### src/core/slider_gesture_pkg.sv
/*
  Shared constants and types of the slider gesture recogniser: register offsets,
  field positions, reset values, gesture timing and the per-slider state type.
  Assumes a 20 MHz system clock; the gesture step is turned into cycles here, while the timeouts stay in steps.
*/

package slider_gesture_pkg;

  // System clock rate and gesture timer step.
  localparam int unsigned CLK_HZ = 20_000_000;
  localparam int unsigned GESTURE_STEP_MS = 16;
  localparam int unsigned GESTURE_STEP_CYCLES = (CLK_HZ / 1000) * GESTURE_STEP_MS;

  // Number of sliders and sensing channels.
  localparam int unsigned NUM_SLIDERS = 2;
  localparam int unsigned NUM_CHANNELS = 8;
  localparam int unsigned TIMER_W = 9;

  // Register offsets (word addresses on the register port).
  localparam logic [7:0] OFS_EVENT_STATUS = 8'h02;
  localparam logic [7:0] OFS_GESTURE_FLAGS = 8'h03;
  localparam logic [7:0] OFS_SETTINGS = 8'h80;
  localparam logic [7:0] OFS_EVENT_MASK = 8'h82;
  localparam logic [7:0] OFS_CHANNEL_SELECT = 8'h89;
  localparam logic [7:0] OFS_TIMEOUTS = 8'h8a;
  localparam logic [7:0] OFS_SWIPE_THRESHOLD = 8'h8b;

  // Field positions.
  localparam int unsigned SWIPE_MODE_BIT = 15;
  localparam int unsigned GESTURE_MASK_BIT = 11;
  localparam int unsigned GESTURE_EVENT_BIT = 11;
  localparam int unsigned FLAG_STRIDE = 4;
  localparam int unsigned FLAG_TAP = 0;
  localparam int unsigned FLAG_HOLD = 1;
  localparam int unsigned FLAG_POS = 2;
  localparam int unsigned FLAG_NEG = 3;

  // Values after reset.
  localparam logic [15:0] SETTINGS_RST = 16'h0000;
  localparam logic [15:0] EVENT_MASK_RST = 16'h0000;
  localparam logic [15:0] CHANNEL_SELECT_RST = 16'h0000;
  localparam logic [15:0] TIMEOUTS_RST = 16'h0f0a;
  localparam logic [7:0] SWIPE_THRESHOLD_RST = 8'h40;

  // Per-slider gesture tracking state.
  typedef enum logic [1:0] {
    ST_IDLE,
    ST_TOUCH,
    ST_HOLD,
    ST_DONE
  } gesture_state_t;

endpackage : slider_gesture_pkg

### src/core/input_sync3.sv
/*
  Three-stage synchroniser for a bus of asynchronous levels.
  Assumes each bit is an independent level; a bit's new value is accepted once
  the second and third stages agree on it.
*/

`timescale 1ns/1ps
`default_nettype none

module input_sync3 #(
  parameter int unsigned WIDTH = 8
) (
  // Clock and reset.
  input wire logic clk_in,
  input wire logic rst_n_in,
  // Levels.
  input wire logic [WIDTH-1:0] async_in,
  output logic [WIDTH-1:0] stable_out
);

  logic [WIDTH-1:0] s1_r;
  logic [WIDTH-1:0] s2_r;
  logic [WIDTH-1:0] s3_r;

  // Shift chain; the first stage feeds only the second.
  always_ff @(posedge clk_in or negedge rst_n_in) begin
    if (!rst_n_in) begin
      s1_r <= '0;
      s2_r <= '0;
      s3_r <= '0;
    end else begin
      s1_r <= async_in;
      s2_r <= s1_r;
      s3_r <= s2_r;
    end
  end

  // Accept each bit once the two later stages agree.
  always_ff @(posedge clk_in or negedge rst_n_in) begin
    if (!rst_n_in) begin
      stable_out <= '0;
    end else begin
      stable_out <= (s2_r & s3_r) | (stable_out & (s2_r | s3_r));
    end
  end

endmodule : input_sync3

`default_nettype wire

### src/core/step_tick.sv
/*
  Divider that produces a one-cycle enable pulse every PERIOD clock cycles.
  Assumes PERIOD is at least two.
*/

`timescale 1ns/1ps
`default_nettype none

module step_tick #(
  parameter int unsigned PERIOD = 320000
) (
  // Clock and reset.
  input wire logic clk_in,
  input wire logic rst_n_in,
  // Enable pulse.
  output logic tick_out
);

  logic [31:0] count_r;

  // Count up and pulse when the count wraps.
  always_ff @(posedge clk_in or negedge rst_n_in) begin
    if (!rst_n_in) begin
      count_r <= 32'h0000_0000;
      tick_out <= 1'b0;
    end else if (count_r == 32'(PERIOD - 1)) begin
      count_r <= 32'h0000_0000;
      tick_out <= 1'b1;
    end else begin
      count_r <= count_r + 32'h0000_0001;
      tick_out <= 1'b0;
    end
  end

endmodule : step_tick

`default_nettype wire

### src/core/slider_gesture_detect.sv
/*
  Gesture recogniser for two sliders: tap, hold, flick and swipe detection,
  per-slider direction flags and a maskable global gesture event, reached
  through a simple word-wide register port.
  Assumes channel touch states arrive asynchronously from the sensing front end,
  and that slider coordinates come from same-clock logic, rising from the
  lowest selected channel toward the highest.
*/

`timescale 1ns/1ps
`default_nettype none

module slider_gesture_detect #(
  parameter int unsigned STEP_CYCLES = slider_gesture_pkg::GESTURE_STEP_CYCLES
) (
  // Clock and reset.
  input wire logic sys_clk_in,
  input wire logic arst_n_in,
  // Channel touch states from the sensing front end.
  input wire logic [7:0] channel_touch_in,
  // Slider coordinates from the position estimator.
  input wire logic [7:0] slider0_coord_in,
  input wire logic [7:0] slider1_coord_in,
  // Register port.
  input wire logic [7:0] reg_addr_in,
  input wire logic [15:0] reg_wdata_in,
  input wire logic reg_wr_in,
  input wire logic reg_rd_in,
  output logic [15:0] reg_rdata_out,
  output logic reg_rvalid_out,
  // Global gesture event level.
  output logic gesture_event_out
);

  localparam int unsigned NS = slider_gesture_pkg::NUM_SLIDERS;
  localparam int unsigned TW = slider_gesture_pkg::TIMER_W;

  // Reset release synchroniser.
  logic rst_meta_r;
  logic rst_n;

  // Configuration registers.
  logic [15:0] settings_r;
  logic [15:0] event_mask_r;
  logic [15:0] channel_select_r;
  logic [15:0] timeouts_r;
  logic [7:0] swipe_threshold_r;

  // Status.
  logic [7:0] gesture_flags_r;
  logic gesture_event_r;

  // Shared signals.
  logic [7:0] touch_stable;
  logic step_tick;
  logic swipe_mode;
  logic [TW-1:0] tap_limit;
  logic [TW-1:0] swipe_limit;
  logic [8:0] threshold_full;
  logic [8:0] threshold_half;
  logic [7:0] coord_w [NS];

  // Per-slider gesture pulses and hold levels.
  logic [NS-1:0] tap_ev;
  logic [NS-1:0] motion_ev;
  logic [NS-1:0] motion_dir_negative_flag;
  logic [NS-1:0] hold_ev;
  logic [NS-1:0] hold_level;

  // Register port decodes.
  logic rd_status;
  logic rd_flags;

  // Tells whether any channel chosen for a slider is touched.
  function automatic logic slider_touched(input logic [7:0] sel, input logic [7:0] touch);
    slider_touched = |(sel & touch);
  endfunction : slider_touched

  // Magnitude of a signed coordinate difference.
  function automatic logic [8:0] magnitude(input logic signed [8:0] d);
    magnitude = d[8] ? 9'(-d) : 9'(d);
  endfunction : magnitude

  // Two-stage release of the asynchronous reset.
  always_ff @(posedge sys_clk_in or negedge arst_n_in) begin
    if (!arst_n_in) begin
      rst_meta_r <= 1'b0;
      rst_n <= 1'b0;
    end else begin
      rst_meta_r <= 1'b1;
      rst_n <= rst_meta_r;
    end
  end

  // Touch states cross into the clock domain through three stages.
  input_sync3 #(
    .WIDTH(slider_gesture_pkg::NUM_CHANNELS)
  ) touch_sync (
    .clk_in(sys_clk_in),
    .rst_n_in(rst_n),
    .async_in(channel_touch_in),
    .stable_out(touch_stable)
  );

  step_tick #(
    .PERIOD(STEP_CYCLES)
  ) gesture_step (
    .clk_in(sys_clk_in),
    .rst_n_in(rst_n),
    .tick_out(step_tick)
  );

  // Configuration fields used by the slider state machines.
  // one mode bit for both
  assign swipe_mode = settings_r[slider_gesture_pkg::SWIPE_MODE_BIT];
  assign tap_limit = {1'b0, timeouts_r[7:0]};
  assign swipe_limit = {1'b0, timeouts_r[15:8]};
  assign threshold_full = {1'b0, swipe_threshold_r};
  assign threshold_half = {2'b00, swipe_threshold_r[7:1]};
  assign coord_w[0] = slider0_coord_in;
  assign coord_w[1] = slider1_coord_in;

  // Read strobes that clear sticky status.
  assign rd_status = reg_rd_in && (reg_addr_in == slider_gesture_pkg::OFS_EVENT_STATUS);
  assign rd_flags = reg_rd_in && (reg_addr_in == slider_gesture_pkg::OFS_GESTURE_FLAGS);

  for (genvar g = 0; g < NS; g++) begin : gen_slider
    slider_gesture_pkg::gesture_state_t state_r;
    slider_gesture_pkg::gesture_state_t state_nxt;
    logic [TW-1:0] timer_r;
    logic [7:0] start_coord_r;
    logic touched;
    logic signed [8:0] delta;
    logic [8:0] distance;
    logic beyond_timeouts;
    logic tap_nxt;
    logic motion_nxt;
    logic hold_nxt;

    assign touched = slider_touched(channel_select_r[8*g +: 8], touch_stable);
    assign delta = $signed({1'b0, coord_w[g]}) - $signed({1'b0, start_coord_r});
    assign distance = magnitude(delta);
    assign beyond_timeouts = (timer_r > tap_limit) && (timer_r > swipe_limit);

    // Gesture decisions for this slider.
    always_comb begin
      state_nxt = state_r;
      tap_nxt = 1'b0;
      motion_nxt = 1'b0;
      hold_nxt = 1'b0;
      unique case (state_r)
        slider_gesture_pkg::ST_IDLE: begin
          if (touched) begin
            state_nxt = slider_gesture_pkg::ST_TOUCH;
          end
        end
        slider_gesture_pkg::ST_TOUCH: begin
          if (!touched) begin
            state_nxt = slider_gesture_pkg::ST_IDLE;
            if ((timer_r < tap_limit) && (distance <= threshold_half)) begin
              tap_nxt = 1'b1;
            end else if (!swipe_mode && (distance > threshold_half) && (timer_r < swipe_limit)) begin
              motion_nxt = 1'b1;
            end
          end else if (swipe_mode && (distance > threshold_full) && (timer_r < swipe_limit)) begin
            motion_nxt = 1'b1;
            state_nxt = slider_gesture_pkg::ST_DONE;
          end else if (beyond_timeouts) begin
            hold_nxt = 1'b1;
            state_nxt = slider_gesture_pkg::ST_HOLD;
          end
        end
        slider_gesture_pkg::ST_HOLD: begin
          if (!touched) begin
            state_nxt = slider_gesture_pkg::ST_IDLE;
          end
        end
        slider_gesture_pkg::ST_DONE: begin
          if (!touched) begin
            state_nxt = slider_gesture_pkg::ST_IDLE;
          end
        end
      endcase
    end

    // State register.
    always_ff @(posedge sys_clk_in or negedge rst_n) begin
      if (!rst_n) begin
        state_r <= slider_gesture_pkg::ST_IDLE;
      end else begin
        state_r <= state_nxt;
      end
    end

    always_ff @(posedge sys_clk_in or negedge rst_n) begin
      if (!rst_n) begin
        timer_r <= '0;
      end else if (state_r == slider_gesture_pkg::ST_IDLE) begin
        timer_r <= '0;
      end else if (step_tick && (timer_r != {TW{1'b1}})) begin
        timer_r <= timer_r + TW'(1);
      end
    end

    // Coordinate at first touch, the reference for movement.
    always_ff @(posedge sys_clk_in or negedge rst_n) begin
      if (!rst_n) begin
        start_coord_r <= 8'h00;
      end else if ((state_r == slider_gesture_pkg::ST_IDLE) && touched) begin
        start_coord_r <= coord_w[g];
      end
    end

    assign tap_ev[g] = tap_nxt;
    assign motion_ev[g] = motion_nxt;
    assign motion_dir_negative_flag[g] = delta[8];
    assign hold_ev[g] = hold_nxt;
    assign hold_level[g] = (state_r == slider_gesture_pkg::ST_HOLD);
  end

  // Tells whether a slider's hold ends in this cycle.
  function automatic logic state_is_leaving(input int s);
    state_is_leaving = hold_level[s] && !slider_touched(channel_select_r[8*s +: 8], touch_stable);
  endfunction : state_is_leaving

  // Sticky tap and direction flags; reading the flag byte clears them, but an
  // event in the same cycle still lands.
  always_ff @(posedge sys_clk_in or negedge rst_n) begin
    if (!rst_n) begin
      gesture_flags_r <= 8'h00;
    end else begin
      for (int s = 0; s < NS; s++) begin
        gesture_flags_r[s*slider_gesture_pkg::FLAG_STRIDE + slider_gesture_pkg::FLAG_TAP] <=
          tap_ev[s] |
          (gesture_flags_r[s*slider_gesture_pkg::FLAG_STRIDE + slider_gesture_pkg::FLAG_TAP] & ~rd_flags);
        gesture_flags_r[s*slider_gesture_pkg::FLAG_STRIDE + slider_gesture_pkg::FLAG_POS] <=
          (motion_ev[s] & ~motion_dir_negative_flag[s]) |
          (gesture_flags_r[s*slider_gesture_pkg::FLAG_STRIDE + slider_gesture_pkg::FLAG_POS] & ~rd_flags);
        gesture_flags_r[s*slider_gesture_pkg::FLAG_STRIDE + slider_gesture_pkg::FLAG_NEG] <=
          (motion_ev[s] & motion_dir_negative_flag[s]) |
          (gesture_flags_r[s*slider_gesture_pkg::FLAG_STRIDE + slider_gesture_pkg::FLAG_NEG] & ~rd_flags);
        gesture_flags_r[s*slider_gesture_pkg::FLAG_STRIDE + slider_gesture_pkg::FLAG_HOLD] <=
          hold_ev[s] | (hold_level[s] & ~(state_is_leaving(s)));
      end
    end
  end

  // Global gesture event: set on any gesture unless masked, cleared by a read
  // of the event status word, with a new event winning over the clear.
  always_ff @(posedge sys_clk_in or negedge rst_n) begin
    if (!rst_n) begin
      gesture_event_r <= 1'b0;
    end else if (!event_mask_r[slider_gesture_pkg::GESTURE_MASK_BIT] &&
                 (|(tap_ev | motion_ev | hold_ev))) begin
      gesture_event_r <= 1'b1;
    end else if (rd_status) begin
      gesture_event_r <= 1'b0;
    end
  end

  // Event level mirrored on its own output flop.
  always_ff @(posedge sys_clk_in or negedge rst_n) begin
    if (!rst_n) begin
      gesture_event_out <= 1'b0;
    end else begin
      gesture_event_out <= gesture_event_r;
    end
  end

  // Configuration writes; writes to other offsets are ignored.
  always_ff @(posedge sys_clk_in or negedge rst_n) begin
    if (!rst_n) begin
      settings_r <= slider_gesture_pkg::SETTINGS_RST;
      event_mask_r <= slider_gesture_pkg::EVENT_MASK_RST;
      channel_select_r <= slider_gesture_pkg::CHANNEL_SELECT_RST;
      timeouts_r <= slider_gesture_pkg::TIMEOUTS_RST;
      swipe_threshold_r <= slider_gesture_pkg::SWIPE_THRESHOLD_RST;
    end else if (reg_wr_in) begin
      unique case (reg_addr_in)
        slider_gesture_pkg::OFS_SETTINGS: begin
          settings_r <= reg_wdata_in;
        end
        slider_gesture_pkg::OFS_EVENT_MASK: begin
          event_mask_r <= reg_wdata_in;
        end
        slider_gesture_pkg::OFS_CHANNEL_SELECT: begin
          channel_select_r <= reg_wdata_in;
        end
        slider_gesture_pkg::OFS_TIMEOUTS: begin
          timeouts_r <= reg_wdata_in;
        end
        slider_gesture_pkg::OFS_SWIPE_THRESHOLD: begin
          swipe_threshold_r <= reg_wdata_in[7:0];
        end
        default: begin
        end
      endcase
    end
  end

  // Registered read data one cycle after the read strobe; unmapped reads give zero.
  always_ff @(posedge sys_clk_in or negedge rst_n) begin
    if (!rst_n) begin
      reg_rdata_out <= 16'h0000;
      reg_rvalid_out <= 1'b0;
    end else begin
      reg_rvalid_out <= reg_rd_in;
      if (reg_rd_in) begin
        unique case (reg_addr_in)
          slider_gesture_pkg::OFS_EVENT_STATUS: begin
            reg_rdata_out <= 16'(gesture_event_r) << slider_gesture_pkg::GESTURE_EVENT_BIT;
          end
          slider_gesture_pkg::OFS_GESTURE_FLAGS: begin
            reg_rdata_out <= {8'h00, gesture_flags_r};
          end
          slider_gesture_pkg::OFS_SETTINGS: begin
            reg_rdata_out <= settings_r;
          end
          slider_gesture_pkg::OFS_EVENT_MASK: begin
            reg_rdata_out <= event_mask_r;
          end
          slider_gesture_pkg::OFS_CHANNEL_SELECT: begin
            reg_rdata_out <= channel_select_r;
          end
          slider_gesture_pkg::OFS_TIMEOUTS: begin
            reg_rdata_out <= timeouts_r;
          end
          slider_gesture_pkg::OFS_SWIPE_THRESHOLD: begin
            reg_rdata_out <= {8'h00, swipe_threshold_r};
          end
          default: begin
            reg_rdata_out <= 16'h0000;
          end
        endcase
      end
    end
  end

endmodule : slider_gesture_detect

`default_nettype wire

### config.mk
export PLATFORM = sky130hd
export DESIGN_NAME = slider_gesture_detect
export DESIGN_NICKNAME = d
export VERILOG_FILES = /design/src/core/slider_gesture_pkg.sv /design/src/core/input_sync3.sv /design/src/core/step_tick.sv /design/src/core/slider_gesture_detect.sv
export SDC_FILE = /design/constraint.sdc
export NUM_CORES = 1
export LEC_CHECK = 0
export BUFFER_PORTS_ARGS = -buffer_cell sky130_fd_sc_hd__buf_4
export CORE_ASPECT_RATIO = 0.9
export CORE_MARGIN = 2
export CORE_UTILIZATION = 66
export DETAILED_ROUTE_END_ITERATION = 10
export PLACE_DENSITY = 0.83
export SYNTH_ARGS = -nofsm -noshare
export SYNTH_HDL_FRONTEND = slang
export SYNTH_SLANG_ARGS = --single-unit
### constraint.sdc
create_clock -name sys_clk_in -period 15.8 [get_ports sys_clk_in]
set_input_delay 3.95 -clock sys_clk_in [delete_from_list [all_inputs] [get_ports sys_clk_in]]
set_output_delay 3.95 -clock sys_clk_in [all_outputs]
set_load 0.05 [all_outputs]
==> results of run 1 <==
==> worst max-delay path, cell delays in order <==
cell and delay [ns]:
sky130_fd_sc_hd__buf_4 0.08, sky130_fd_sc_hd__inv_1 0.03, sky130_fd_sc_hd__ha_1 0.20, sky130_fd_sc_hd__inv_1 0.07, sky130_fd_sc_hd__fa_1 0.21, sky130_fd_sc_hd__a211oi_2 0.10
sky130_fd_sc_hd__o21ai_1 0.15, sky130_fd_sc_hd__nand2b_1 0.09, sky130_fd_sc_hd__a21oi_1 0.56, sky130_fd_sc_hd__inv_1 0.14, sky130_fd_sc_hd__o21ai_0 0.25, sky130_fd_sc_hd__ha_1 0.28
sky130_fd_sc_hd__nor2b_1 0.13, sky130_fd_sc_hd__o21a_1 0.16, sky130_fd_sc_hd__o21a_1 0.16, sky130_fd_sc_hd__o21ai_0 0.15, sky130_fd_sc_hd__a21oi_1 0.09, sky130_fd_sc_hd__a221o_1 0.30
sky130_fd_sc_hd__nor4_2 0.33, sky130_fd_sc_hd__a211oi_1 0.10, sky130_fd_sc_hd__a32oi_1 0.20
==> synthesized netlist by cell type (4+ instances only) <==
master	count
sky130_fd_sc_hd__nor4_1	5
sky130_fd_sc_hd__nor3_1	10
sky130_fd_sc_hd__and3_1	15
sky130_fd_sc_hd__buf_2	4
sky130_fd_sc_hd__a21oi_1	20
sky130_fd_sc_hd__dfrtp_1	197
sky130_fd_sc_hd__xor2_1	31
sky130_fd_sc_hd__or3_1	4
sky130_fd_sc_hd__a31oi_1	6
sky130_fd_sc_hd__a21o_1	16
sky130_fd_sc_hd__nand3_1	21
sky130_fd_sc_hd__xnor2_1	31
sky130_fd_sc_hd__o22ai_1	19
sky130_fd_sc_hd__nor2_1	75
sky130_fd_sc_hd__nor2b_1	20
sky130_fd_sc_hd__and2_1	4
sky130_fd_sc_hd__a211oi_1	6
sky130_fd_sc_hd__mux2i_1	4
sky130_fd_sc_hd__a21boi_0	7
sky130_fd_sc_hd__o31ai_1	4
sky130_fd_sc_hd__o21a_1	16
sky130_fd_sc_hd__a221oi_1	9
sky130_fd_sc_hd__o21ai_1	6
sky130_fd_sc_hd__and4_1	4
sky130_fd_sc_hd__nand2b_1	5
sky130_fd_sc_hd__nand4_1	22
sky130_fd_sc_hd__maj3_1	8
sky130_fd_sc_hd__dfstp_2	7
sky130_fd_sc_hd__a22oi_1	16
sky130_fd_sc_hd__a222oi_1	7
sky130_fd_sc_hd__clkbuf_1	21
sky130_fd_sc_hd__inv_1	68
sky130_fd_sc_hd__nand2_1	80
sky130_fd_sc_hd__ha_1	85
sky130_fd_sc_hd__o21ai_0	59
sky130_fd_sc_hd__mux2_2	70
==> state kept, by name (all words and copies together) (netlist names), 4 cells and up <==
| register | count |
|---|---|
| channel_select_r | 16 |
| event_mask_r | 16 |
| gen_slider.start_coord_r | 16 |
| gen_slider.state_r | 4 |
| gen_slider.timer_r | 18 |
| gesture_flags_r | 8 |
| gesture_step.count_r | 32 |
| reg_rdata_out | 16 |
| settings_r | 16 |
| swipe_threshold_r | 8 |
| timeouts_r | 16 |
| touch_sync.s1_r | 8 |
| touch_sync.s2_r | 8 |
| touch_sync.s3_r | 8 |
| touch_sync.stable_out | 8 |
==> power breakdown <==
part           leakage (nW)  total, mW  switching (mW)  internal [mW]
registers              2.65      0.601          0.0322          0.568
logic                  2.84      0.737           0.425          0.312
clock network         0.342      0.504           0.200          0.304
total                  5.83       1.84           0.656           1.18
==> cell usage in the layout (no fill, tap or decap), types with 31 or more instances in the layout <==
cell type	count
sky130_fd_sc_hd__inv_1	68
sky130_fd_sc_hd__xnor2_1	31
sky130_fd_sc_hd__ha_1	85
sky130_fd_sc_hd__nand2_1	80
sky130_fd_sc_hd__o21ai_0	59
sky130_fd_sc_hd__xor2_1	31
sky130_fd_sc_hd__mux2_2	70
sky130_fd_sc_hd__nor2_1	75
sky130_fd_sc_hd__buf_4	75
sky130_fd_sc_hd__dfrtp_1	196
==> metal layers <==
| metal | up-vias | global-route usage (%) | routed length, um |
|---|---|---|---|
| met4 | 0 | 8.41 | 671 |
| met3 | 64 | 4.57 | 1560 |
| met5 | - | 0 | 0 |
| met1 | 4120 | 42.1 | 11400 |
| met2 | 297 | 47.7 | 12000 |
| li1 | 3880 | - | - |
==> how the worst max path moves through the flow <==
stage	depth (start not counted)	end	from	slack [ns]
2_1_floorplan	20	gesture_event_r	slider0_coord_in[0]	8.54
3_3_place_gp	21	gesture_event_r	slider0_coord_in[0]	8.16
3_5_place_dp	21	gesture_event_r	slider0_coord_in[0]	8.04
4_1_cts	21	gesture_event_r	slider0_coord_in[0]	8.55
5_1_grt	21	gesture_event_r	slider0_coord_in[0]	8.20
6_report	21	gesture_event_r	slider0_coord_in[0]	8.49
==> kinds of logic after synthesis <==
kind of cell | synth area share [%]
compound gates | 14.2
xor+xnor | 4.95
flops | 46.6
other cells | 0.0342
fa+ha+maj | 10.8
buf+inv | 3.36
simple gates | 12.5
mux | 7.55
==> layout make-up <==
class / count / area [um2]
inverter: 68 / 255
clock buffer: 30 / 619
timing repair buffer: 76 / 571
fill: 1104 / 3780
tap: 207 / 259
sequential: 204 / 5120
multi-input combinational: 737 / 5500
clock inverter: 6 / 85.1
==> metrics by stage <==
step | instances | setup slack (ns) | utilization, % | instance area [um2] | total power [mW]
6_report | 1328 | 8.49 | 76.6 | 12400 | 1.84
5_1_grt | 1328 | 8.20 | 76.6 | 12400 | 1.96
4_1_cts | 1327 | 8.55 | 76.6 | 12400 | 1.84
3_5_place_dp | 1291 | 8.04 | 72.2 | 11700 | 1.33
3_3_place_gp | 1291 | 8.16 | 72.2 | 11700 | 1.30
2_1_floorplan | 1036 | 8.54 | - | 11000 | 1.16
==> qor.log, run 1 <==
INFO  clock_network  tritoncts=yes
INFO  sta            timing_hold_violations_final=0
INFO  synthesis      ys_async_sr_fraction=100%
INFO  routing        drt_wl_total=25600um
INFO  synthesis      postSynthAreaPerCell=10.6um2
INFO  power          peakVddDrop=109uV
INFO  clock_network  clk_path_buf_depth=3
INFO  critical_path  worstPathArrival=7.72ns
INFO  clock_network  clock-root-buffer=sky130_fd_sc_hd__clkbuf_16
INFO  synthesis      flip_flop_and_latch_count_after_synthesis=204
INFO  global_routing first_global_vias=8275
INFO  floorplan      fp.dieW=140um
INFO  routing        drt-vias-per-instance=6.30
INFO  clock_network  cts_hold_buffers=0
INFO  floorplan      floorplan.rows=44
INFO  critical_path  regToRegEndpoint=gesture_event_r
INFO  routing        drt_drc_violations_left=0
INFO  synthesis      yosysWarningCount=0
INFO  routing        dr.pass1.iters=5
INFO  clock_network  post-cts-setup-buffer-count=0
INFO  global_routing wire_length_of_the_first_global_routing_pass=42300um
INFO  finish         area_delta_synth_final=13.0%
INFO  floorplan      num_io_pins=70
INFO  sta            max_slew.worst_pin.slew=1.30ns
INFO  routing        wl_per_cell=19.3um
INFO  sta            timing.final.crit_period=7.31ns
INFO  place          placement.io_buffers=69
INFO  outcome        outcome=finished, final reports clean
INFO  sta            setup_skew=0.0117ns
INFO  synthesis      share_of_synthesized_area_occupied_by_flip_flops_and_latches=46.6%
INFO  clock_network  number_of_buffers_created_by_cts=21
INFO  sta            grt_setup_unrepaired=no
INFO  routing        drt-initial-drc-count=668
INFO  run            drv_cap=0
INFO  sta            fin_worst_hold_slack=0.349ns
INFO  clock_network  htree_levels=1
INFO  global_routing grt-ovfl-total=0
INFO  global_routing pin_count_of_the_biggest_net_entering_global_routing=77
INFO  sta            final.setup.tns=0ns
INFO  synthesis      synthesis.nets=1175
INFO  clock_network  clkTransAtPathRegs=0.06ns
INFO  power          p_leak=5.83nW
INFO  synthesis      ys_types=75
INFO  sta            max_freq=0.137GHz
INFO  finish         share_of_cells_above_drive_strength_1=17.9%
INFO  critical_path  path_max_fanout=10
INFO  synthesis      synth-edff-count=0
INFO  power          power-per-cell-area=148nW/um2
INFO  worst_hold_path timing.hold.worst.class=flip-flop to flip-flop
INFO  synthesis      synth_area_leaders=sky130_fd_sc_hd__dfrtp_1, sky130_fd_sc_hd__ha_1, sky130_fd_sc_hd__mux2_2
INFO  sta            worst_slew_margin=13.0%
INFO  critical_path  worst-endpoint-required=16.22ns
INFO  floorplan      design.core.area=16200um2
INFO  clock_network  clock_latency_late_sink=0.49ns
INFO  critical_path  reg2reg_setup_slack=11.69ns
INFO  clock_network  clock_sinks=204
INFO  worst_hold_path hold_path_start=touch_sync.s1_r[3]
INFO  synthesis      netlist_instances=1036
INFO  finish         antenna_cells=0
INFO  routing        routed-via-count=8361
INFO  floorplan      initial_core_util=67.8%
INFO  critical_path  reg2reg_depth=19
INFO  place          dp_hpwl=18600um
INFO  sta            min_period_over_period=46.2%
INFO  floorplan      die_height=126um
INFO  worst_hold_path hold-path-cell-count=0
INFO  critical_path  timing.setup.critical_path_class=primary input to flip-flop
INFO  sta            timing.final.max_slew_violations=0
INFO  synthesis      ys.flop_type=sky130_fd_sc_hd__dfrtp_1
INFO  floorplan      die-area=17700um2
INFO  place          gp_congestion=0.921
INFO  global_routing number_of_antenna_violations_at_the_first_check_in_global_routing=0
INFO  sta            setup_viol_count_final=0
INFO  critical_path  worst_setup_path_end_kind=flip-flop
INFO  worst_hold_path worstHoldEndpoint=touch_sync.s2_r[3]
INFO  finish         design.final.nets=1247
INFO  critical_path  worstSetupStartpointType=primary input
INFO  global_routing gr-usage-all-layers=29.5%
INFO  clock_network  cts.repair.resized=0
INFO  synthesis      synthDominantAreaCellType=sky130_fd_sc_hd__dfrtp_1
INFO  synthesis      post_synthesis_cell_area=11000um2
INFO  critical_path  crit-reg2reg-launch=gen_slider[0].start_coord_r[0]
INFO  synthesis      synth.top_cell.area_share=44.9%
INFO  routing        antenna_violating_nets_left=0
Power figures use the tool's default switching activity.
==> run 2, diff against run 1 <==
--- a/config.mk
+++ b/config.mk
@@ -5,12 +5,13 @@
 export SDC_FILE = /design/constraint.sdc
 export NUM_CORES = 1
 export LEC_CHECK = 0
+export ABC_AREA = 1
 export BUFFER_PORTS_ARGS = -buffer_cell sky130_fd_sc_hd__buf_4
 export CORE_ASPECT_RATIO = 0.9
 export CORE_MARGIN = 2
-export CORE_UTILIZATION = 66
+export CORE_UTILIZATION = 62
 export DETAILED_ROUTE_END_ITERATION = 10
-export PLACE_DENSITY = 0.83
+export PLACE_DENSITY = 0.78
 export SYNTH_ARGS = -nofsm -noshare
 export SYNTH_HDL_FRONTEND = slang
 export SYNTH_SLANG_ARGS = --single-unit
==> constraint.sdc (replaced) <==
create_clock -name sys_clk_in -period 6.85 [get_ports sys_clk_in]
set_input_delay 1.7125 -clock sys_clk_in [delete_from_list [all_inputs] [get_ports sys_clk_in]]
set_output_delay 1.7125 -clock sys_clk_in [all_outputs]
set_load 0.05 [all_outputs]
==> run 2 against run 1 <==
Routed wire length increased by 3.7%. Clock skew increased by 0.0045 ns. Worst setup slack got worse by 6.2 ns. Critical path depth increased by 3. Critical path type unchanged. Largest power group unchanged. Highest routed layer unchanged.
==> qor.log, run 2 <==
INFO  critical_path  path_max_fanout=9 [-1]
INFO  synthesis      ys_async_sr_fraction=100% [unchanged]
INFO  finish         multi_input_comb_area=5450um2 [-0.84%]
INFO  clock_network  clk_path_buf_depth=3 [unchanged]
INFO  synthesis      synth.top_cell.area_share=43.5% [-1.4 points]
INFO  clock_network  tritoncts=yes
INFO  synthesis      post_synthesis_cell_area=11300um2 [+3.3%]
INFO  finish         area_delta_synth_final=12.6%
INFO  critical_path  worstSetupStartpointType=primary input
INFO  finish         fillers=1397 [+27%]
INFO  sta            final.setup.tns=0ns [unchanged]
INFO  floorplan      num_io_pins=70 [unchanged]
INFO  routing        antenna_violating_nets_left=0 [unchanged]
INFO  finish         antenna_cells=0 [unchanged]
INFO  synthesis      postSynthAreaPerCell=8.07um2 [-24%]
INFO  global_routing grt-ovfl-total=0 [unchanged]
INFO  global_routing first_global_vias=9150 [+11%]
INFO  finish         top_register=gesture_step.count_r
INFO  synthesis      yosysWarningCount=0 [unchanged]
INFO  clock_network  clock_sinks=204 [unchanged]
INFO  finish         share_of_cells_above_drive_strength_1=9.72% [-8.2 points]
INFO  finish         largest_reg_flops=32 [unchanged]
INFO  synthesis      synth_area_leaders=sky130_fd_sc_hd__dfrtp_1, sky130_fd_sc_hd__nand2_1, sky130_fd_sc_hd__ha_1
INFO  sta            min_period_over_period=66.5%
INFO  finish         design.final.nets=1618 [+30%]
INFO  power          peakVddDrop=240uV [+120%]
INFO  floorplan      fp.dieW=147um [+4.7%]
INFO  worst_hold_path timing.hold.worst.class=flip-flop to flip-flop
INFO  sta            setup_viol_count_final=0 [unchanged]
INFO  sta            timing.final.crit_period=4.56ns
INFO  clock_network  clkTransAtPathRegs=0.06ns [about the same]
INFO  synthesis      ys.flop_type=sky130_fd_sc_hd__dfrtp_1
INFO  synthesis      netlist_instances=1406 [+36%]
INFO  routing        wl_per_cell=15.3um [-20%]
INFO  synthesis      synth-edff-count=0 [unchanged]
INFO  global_routing wire_length_of_the_first_global_routing_pass=44800um [+5.9%]
INFO  critical_path  worst_setup_path_end_kind=flip-flop
INFO  floorplan      die-area=19400um2 [+9.7%]
INFO  clock_network  cts.repair.resized=0 [unchanged]
INFO  sta            worst_slew_margin=30.9% [+18 points]
INFO  synthesis      synthDominantAreaCellType=sky130_fd_sc_hd__dfrtp_1
INFO  routing        drt-vias-per-instance=5.57 [-11%]
INFO  global_routing gr-usage-all-layers=28.3% [-1.3 points]
INFO  synthesis      yosys.cell_count.top_type=sky130_fd_sc_hd__nand2_1
INFO  floorplan      initial_core_util=63.8% [-4.1 points]
INFO  critical_path  regToRegEndpoint=gesture_event_r
INFO  clock_network  post-cts-setup-buffer-count=0 [unchanged]
INFO  outcome        outcome=finished, final reports clean
INFO  place          dp_hpwl=19300um [+3.9%]
INFO  sta            grt_setup_unrepaired=no
INFO  global_routing number_of_antenna_violations_at_the_first_check_in_global_routing=0 [unchanged]
INFO  power          power-per-cell-area=336nW/um2 [+130%]
INFO  routing        drt_wl_total=26600um [+3.7%]
INFO  finish         area.sequential=5120um2 [unchanged]
INFO  worst_hold_path worstHoldEndpoint=touch_sync.s2_r[2]
INFO  sta            max_freq=0.219GHz
INFO  place          placedCellCount=1696 [+31%]
INFO  routing        dr.pass1.iters=5 [unchanged]
INFO  finish         final_cell_mix=sky130_fd_sc_hd__nand2_1, sky130_fd_sc_hd__dfrtp_1, sky130_fd_sc_hd__inv_1
INFO  power          total_power=4.29mW [+130%]
INFO  sta            timing.final.max_slew_violations=0 [unchanged]
INFO  place          gp_congestion=0.922 [about the same]
INFO  synthesis      flip_flop_and_latch_count_after_synthesis=204 [unchanged]
INFO  global_routing pin_count_of_the_biggest_net_entering_global_routing=79 [+2.6%]
INFO  synthesis      ys_types=48 [-36%]
INFO  clock_network  cts_hold_buffers=0 [unchanged]
INFO  worst_hold_path hold_path_start=touch_sync.s1_r[2]
INFO  finish         layout_top_registers=gesture_step.count_r: 32 flops, gen_slider.timer_r: 18 flops
INFO  run            drv_cap=0 [unchanged]
INFO  floorplan      die_height=132um [+4.7%]
INFO  critical_path  reg2reg_depth=22 [+3]
INFO  floorplan      design.core.area=17800um2 [+9.9%]
INFO  place          placement.io_buffers=69 [unchanged]
INFO  finish         final-instance-count-excl-fill=1732 [+30%]
INFO  power          p_leak=6.47nW [+11%]
INFO  critical_path  worstPathArrival=4.95ns [-2.77 ns]
INFO  worst_hold_path hold-path-cell-count=0 [unchanged]
INFO  critical_path  reg2reg_setup_slack=3.31ns [-8.38 ns]
INFO  routing        routed-via-count=9652 [+15%]
INFO  critical_path  timing.setup.critical_path_class=primary input to flip-flop
INFO  sta            setup_skew=0.0162ns [+0.00447 ns]
INFO  synthesis      synthesis.nets=1545 [+31%]
INFO  synthesis      share_of_synthesized_area_occupied_by_flip_flops_and_latches=45.1% [-1.5 points]
INFO  routing        drt_drc_violations_left=0 [unchanged]
INFO  routing        drt-initial-drc-count=748 [+12%]
INFO  finish         mostFrequentLayoutCell=sky130_fd_sc_hd__nand2_1
INFO  critical_path  crit-reg2reg-launch=gen_slider[0].start_coord_r[0]
INFO  sta            max_slew.worst_pin.slew=1.03ns [-0.263 ns]
INFO  sta            timing_hold_violations_final=0 [unchanged]
INFO  clock_network  number_of_buffers_created_by_cts=21 [unchanged]
INFO  floorplan      floorplan.rows=46 [+4.5%]
INFO  clock_network  clock_latency_late_sink=0.51ns [+0.02 ns]
INFO  synthesis      synth.top_cells.by_count=sky130_fd_sc_hd__nand2_1, sky130_fd_sc_hd__dfrtp_1, sky130_fd_sc_hd__inv_1
INFO  clock_network  clock-root-buffer=sky130_fd_sc_hd__clkbuf_16
INFO  critical_path  worst-endpoint-required=7.24ns [-8.98 ns]
INFO  clock_network  htree_levels=1 [unchanged]
run 2: cell count changes after synthesis, moves of 20 or more:
cell	previous run	this run
sky130_fd_sc_hd__o21ai_0	59	118
sky130_fd_sc_hd__nand3_1	21	55
sky130_fd_sc_hd__nand2_1	80	380
sky130_fd_sc_hd__inv_1	68	175
sky130_fd_sc_hd__a21oi_1	20	70
sky130_fd_sc_hd__mux2_2	70	0
sky130_fd_sc_hd__nor2_1	75	113
sky130_fd_sc_hd__xnor2_1	31	7
sky130_fd_sc_hd__nor2b_1	20	0
run 2: how the worst max path moves through the flow:
stage / from / endpoint / slack, ns / cells after the start
floorplan: rst_n / channel_select_r[0] / 0.76 / 0
global placement: slider0_coord_in[0] / gesture_event_r / 1.95 / 26
detailed placement: slider0_coord_in[0] / gesture_event_r / 1.82 / 26
CTS: slider0_coord_in[0] / gesture_event_r / 2.33 / 26
global route: slider0_coord_in[0] / gen_slider[0].state_r[0] / 1.90 / 26
finish: slider0_coord_in[0] / gesture_event_r / 2.29 / 24
run 2: cell type report:
type                            instances  share of cell area [%]
Multi-Input combinational cell        995                    42.7
Sequential cell                       204                    40.1
Inverter                              186                    5.47
Clock buffer                           32                    5.06
Timing Repair Buffer                   71                    4.17
Tap cell                              240                    2.35
Clock inverter                          4                   0.225
run 2: metrics by stage:
| stage | setup slack, ns | cell area, um2 | utilization, % | hold slack, ns |
|---|---|---|---|---|
| after floorplan | 0.757 | 11300 | - | 0.331 |
| after global placement | 1.95 | 12100 | 68.0 | 0.331 |
| after detailed placement | 1.82 | 12100 | 68.0 | 0.336 |
| after CTS | 2.33 | 12800 | 71.8 | 0.350 |
| after global routing | 1.90 | 12800 | 71.8 | 0.353 |
| final | 2.29 | 12800 | 71.8 | 0.348 |
run 2: where the power goes:
group	internal [mW]	switching (mW)	total [mW]
Sequential	1.31	0.0661	1.38
Clock	0.650	0.476	1.13
Combinational	0.691	1.10	1.79
run 2: cells by family after synthesis:
| family | after synthesis | synth area share [%] |
|---|---|---|
| xor+xnor | 21 | 1.62 |
| flops | 204 | 45.1 |
| compound gates | 241 | 11.8 |
| fa+ha+maj | 95 | 10.4 |
| other cells | 1 | 0.0331 |
| buf+inv | 207 | 6.86 |
| simple gates | 637 | 24.2 |
run 2: routing by layer:
metal / share of wire (%) / global-route usage, % / vias up
li1: - / - / 4774
met2: 45 / 44.6 / 294
met4: 1.8 / 6.26 / 0
met3: 7.0 / 4.91 / 30
met5: 0 / 0 / -
met1: 46 / 41.4 / 4554
run 2: worst max-delay path: stages:
cell and delay, ns:
sky130_fd_sc_hd__buf_4 0.11, sky130_fd_sc_hd__inv_1 0.07, sky130_fd_sc_hd__ha_1 0.15, sky130_fd_sc_hd__inv_1 0.07
sky130_fd_sc_hd__fa_1 0.42, sky130_fd_sc_hd__nand2_1 0.12, sky130_fd_sc_hd__nand2_1 0.08, sky130_fd_sc_hd__a21oi_2 0.36
sky130_fd_sc_hd__inv_1 0.15, sky130_fd_sc_hd__nor2_1 0.14, sky130_fd_sc_hd__xor2_1 0.23, sky130_fd_sc_hd__ha_1 0.29
sky130_fd_sc_hd__nand4_1 0.12, sky130_fd_sc_hd__nor2_1 0.05, sky130_fd_sc_hd__o21ai_0 0.16, sky130_fd_sc_hd__a21oi_1 0.10
sky130_fd_sc_hd__nor2_1 0.11, sky130_fd_sc_hd__nand2_1 0.08, sky130_fd_sc_hd__nand2_1 0.06, sky130_fd_sc_hd__nand2_1 0.04
sky130_fd_sc_hd__nand2_1 0.12, sky130_fd_sc_hd__nand3_1 0.09, sky130_fd_sc_hd__nand2_1 0.06, sky130_fd_sc_hd__nand2_1 0.05
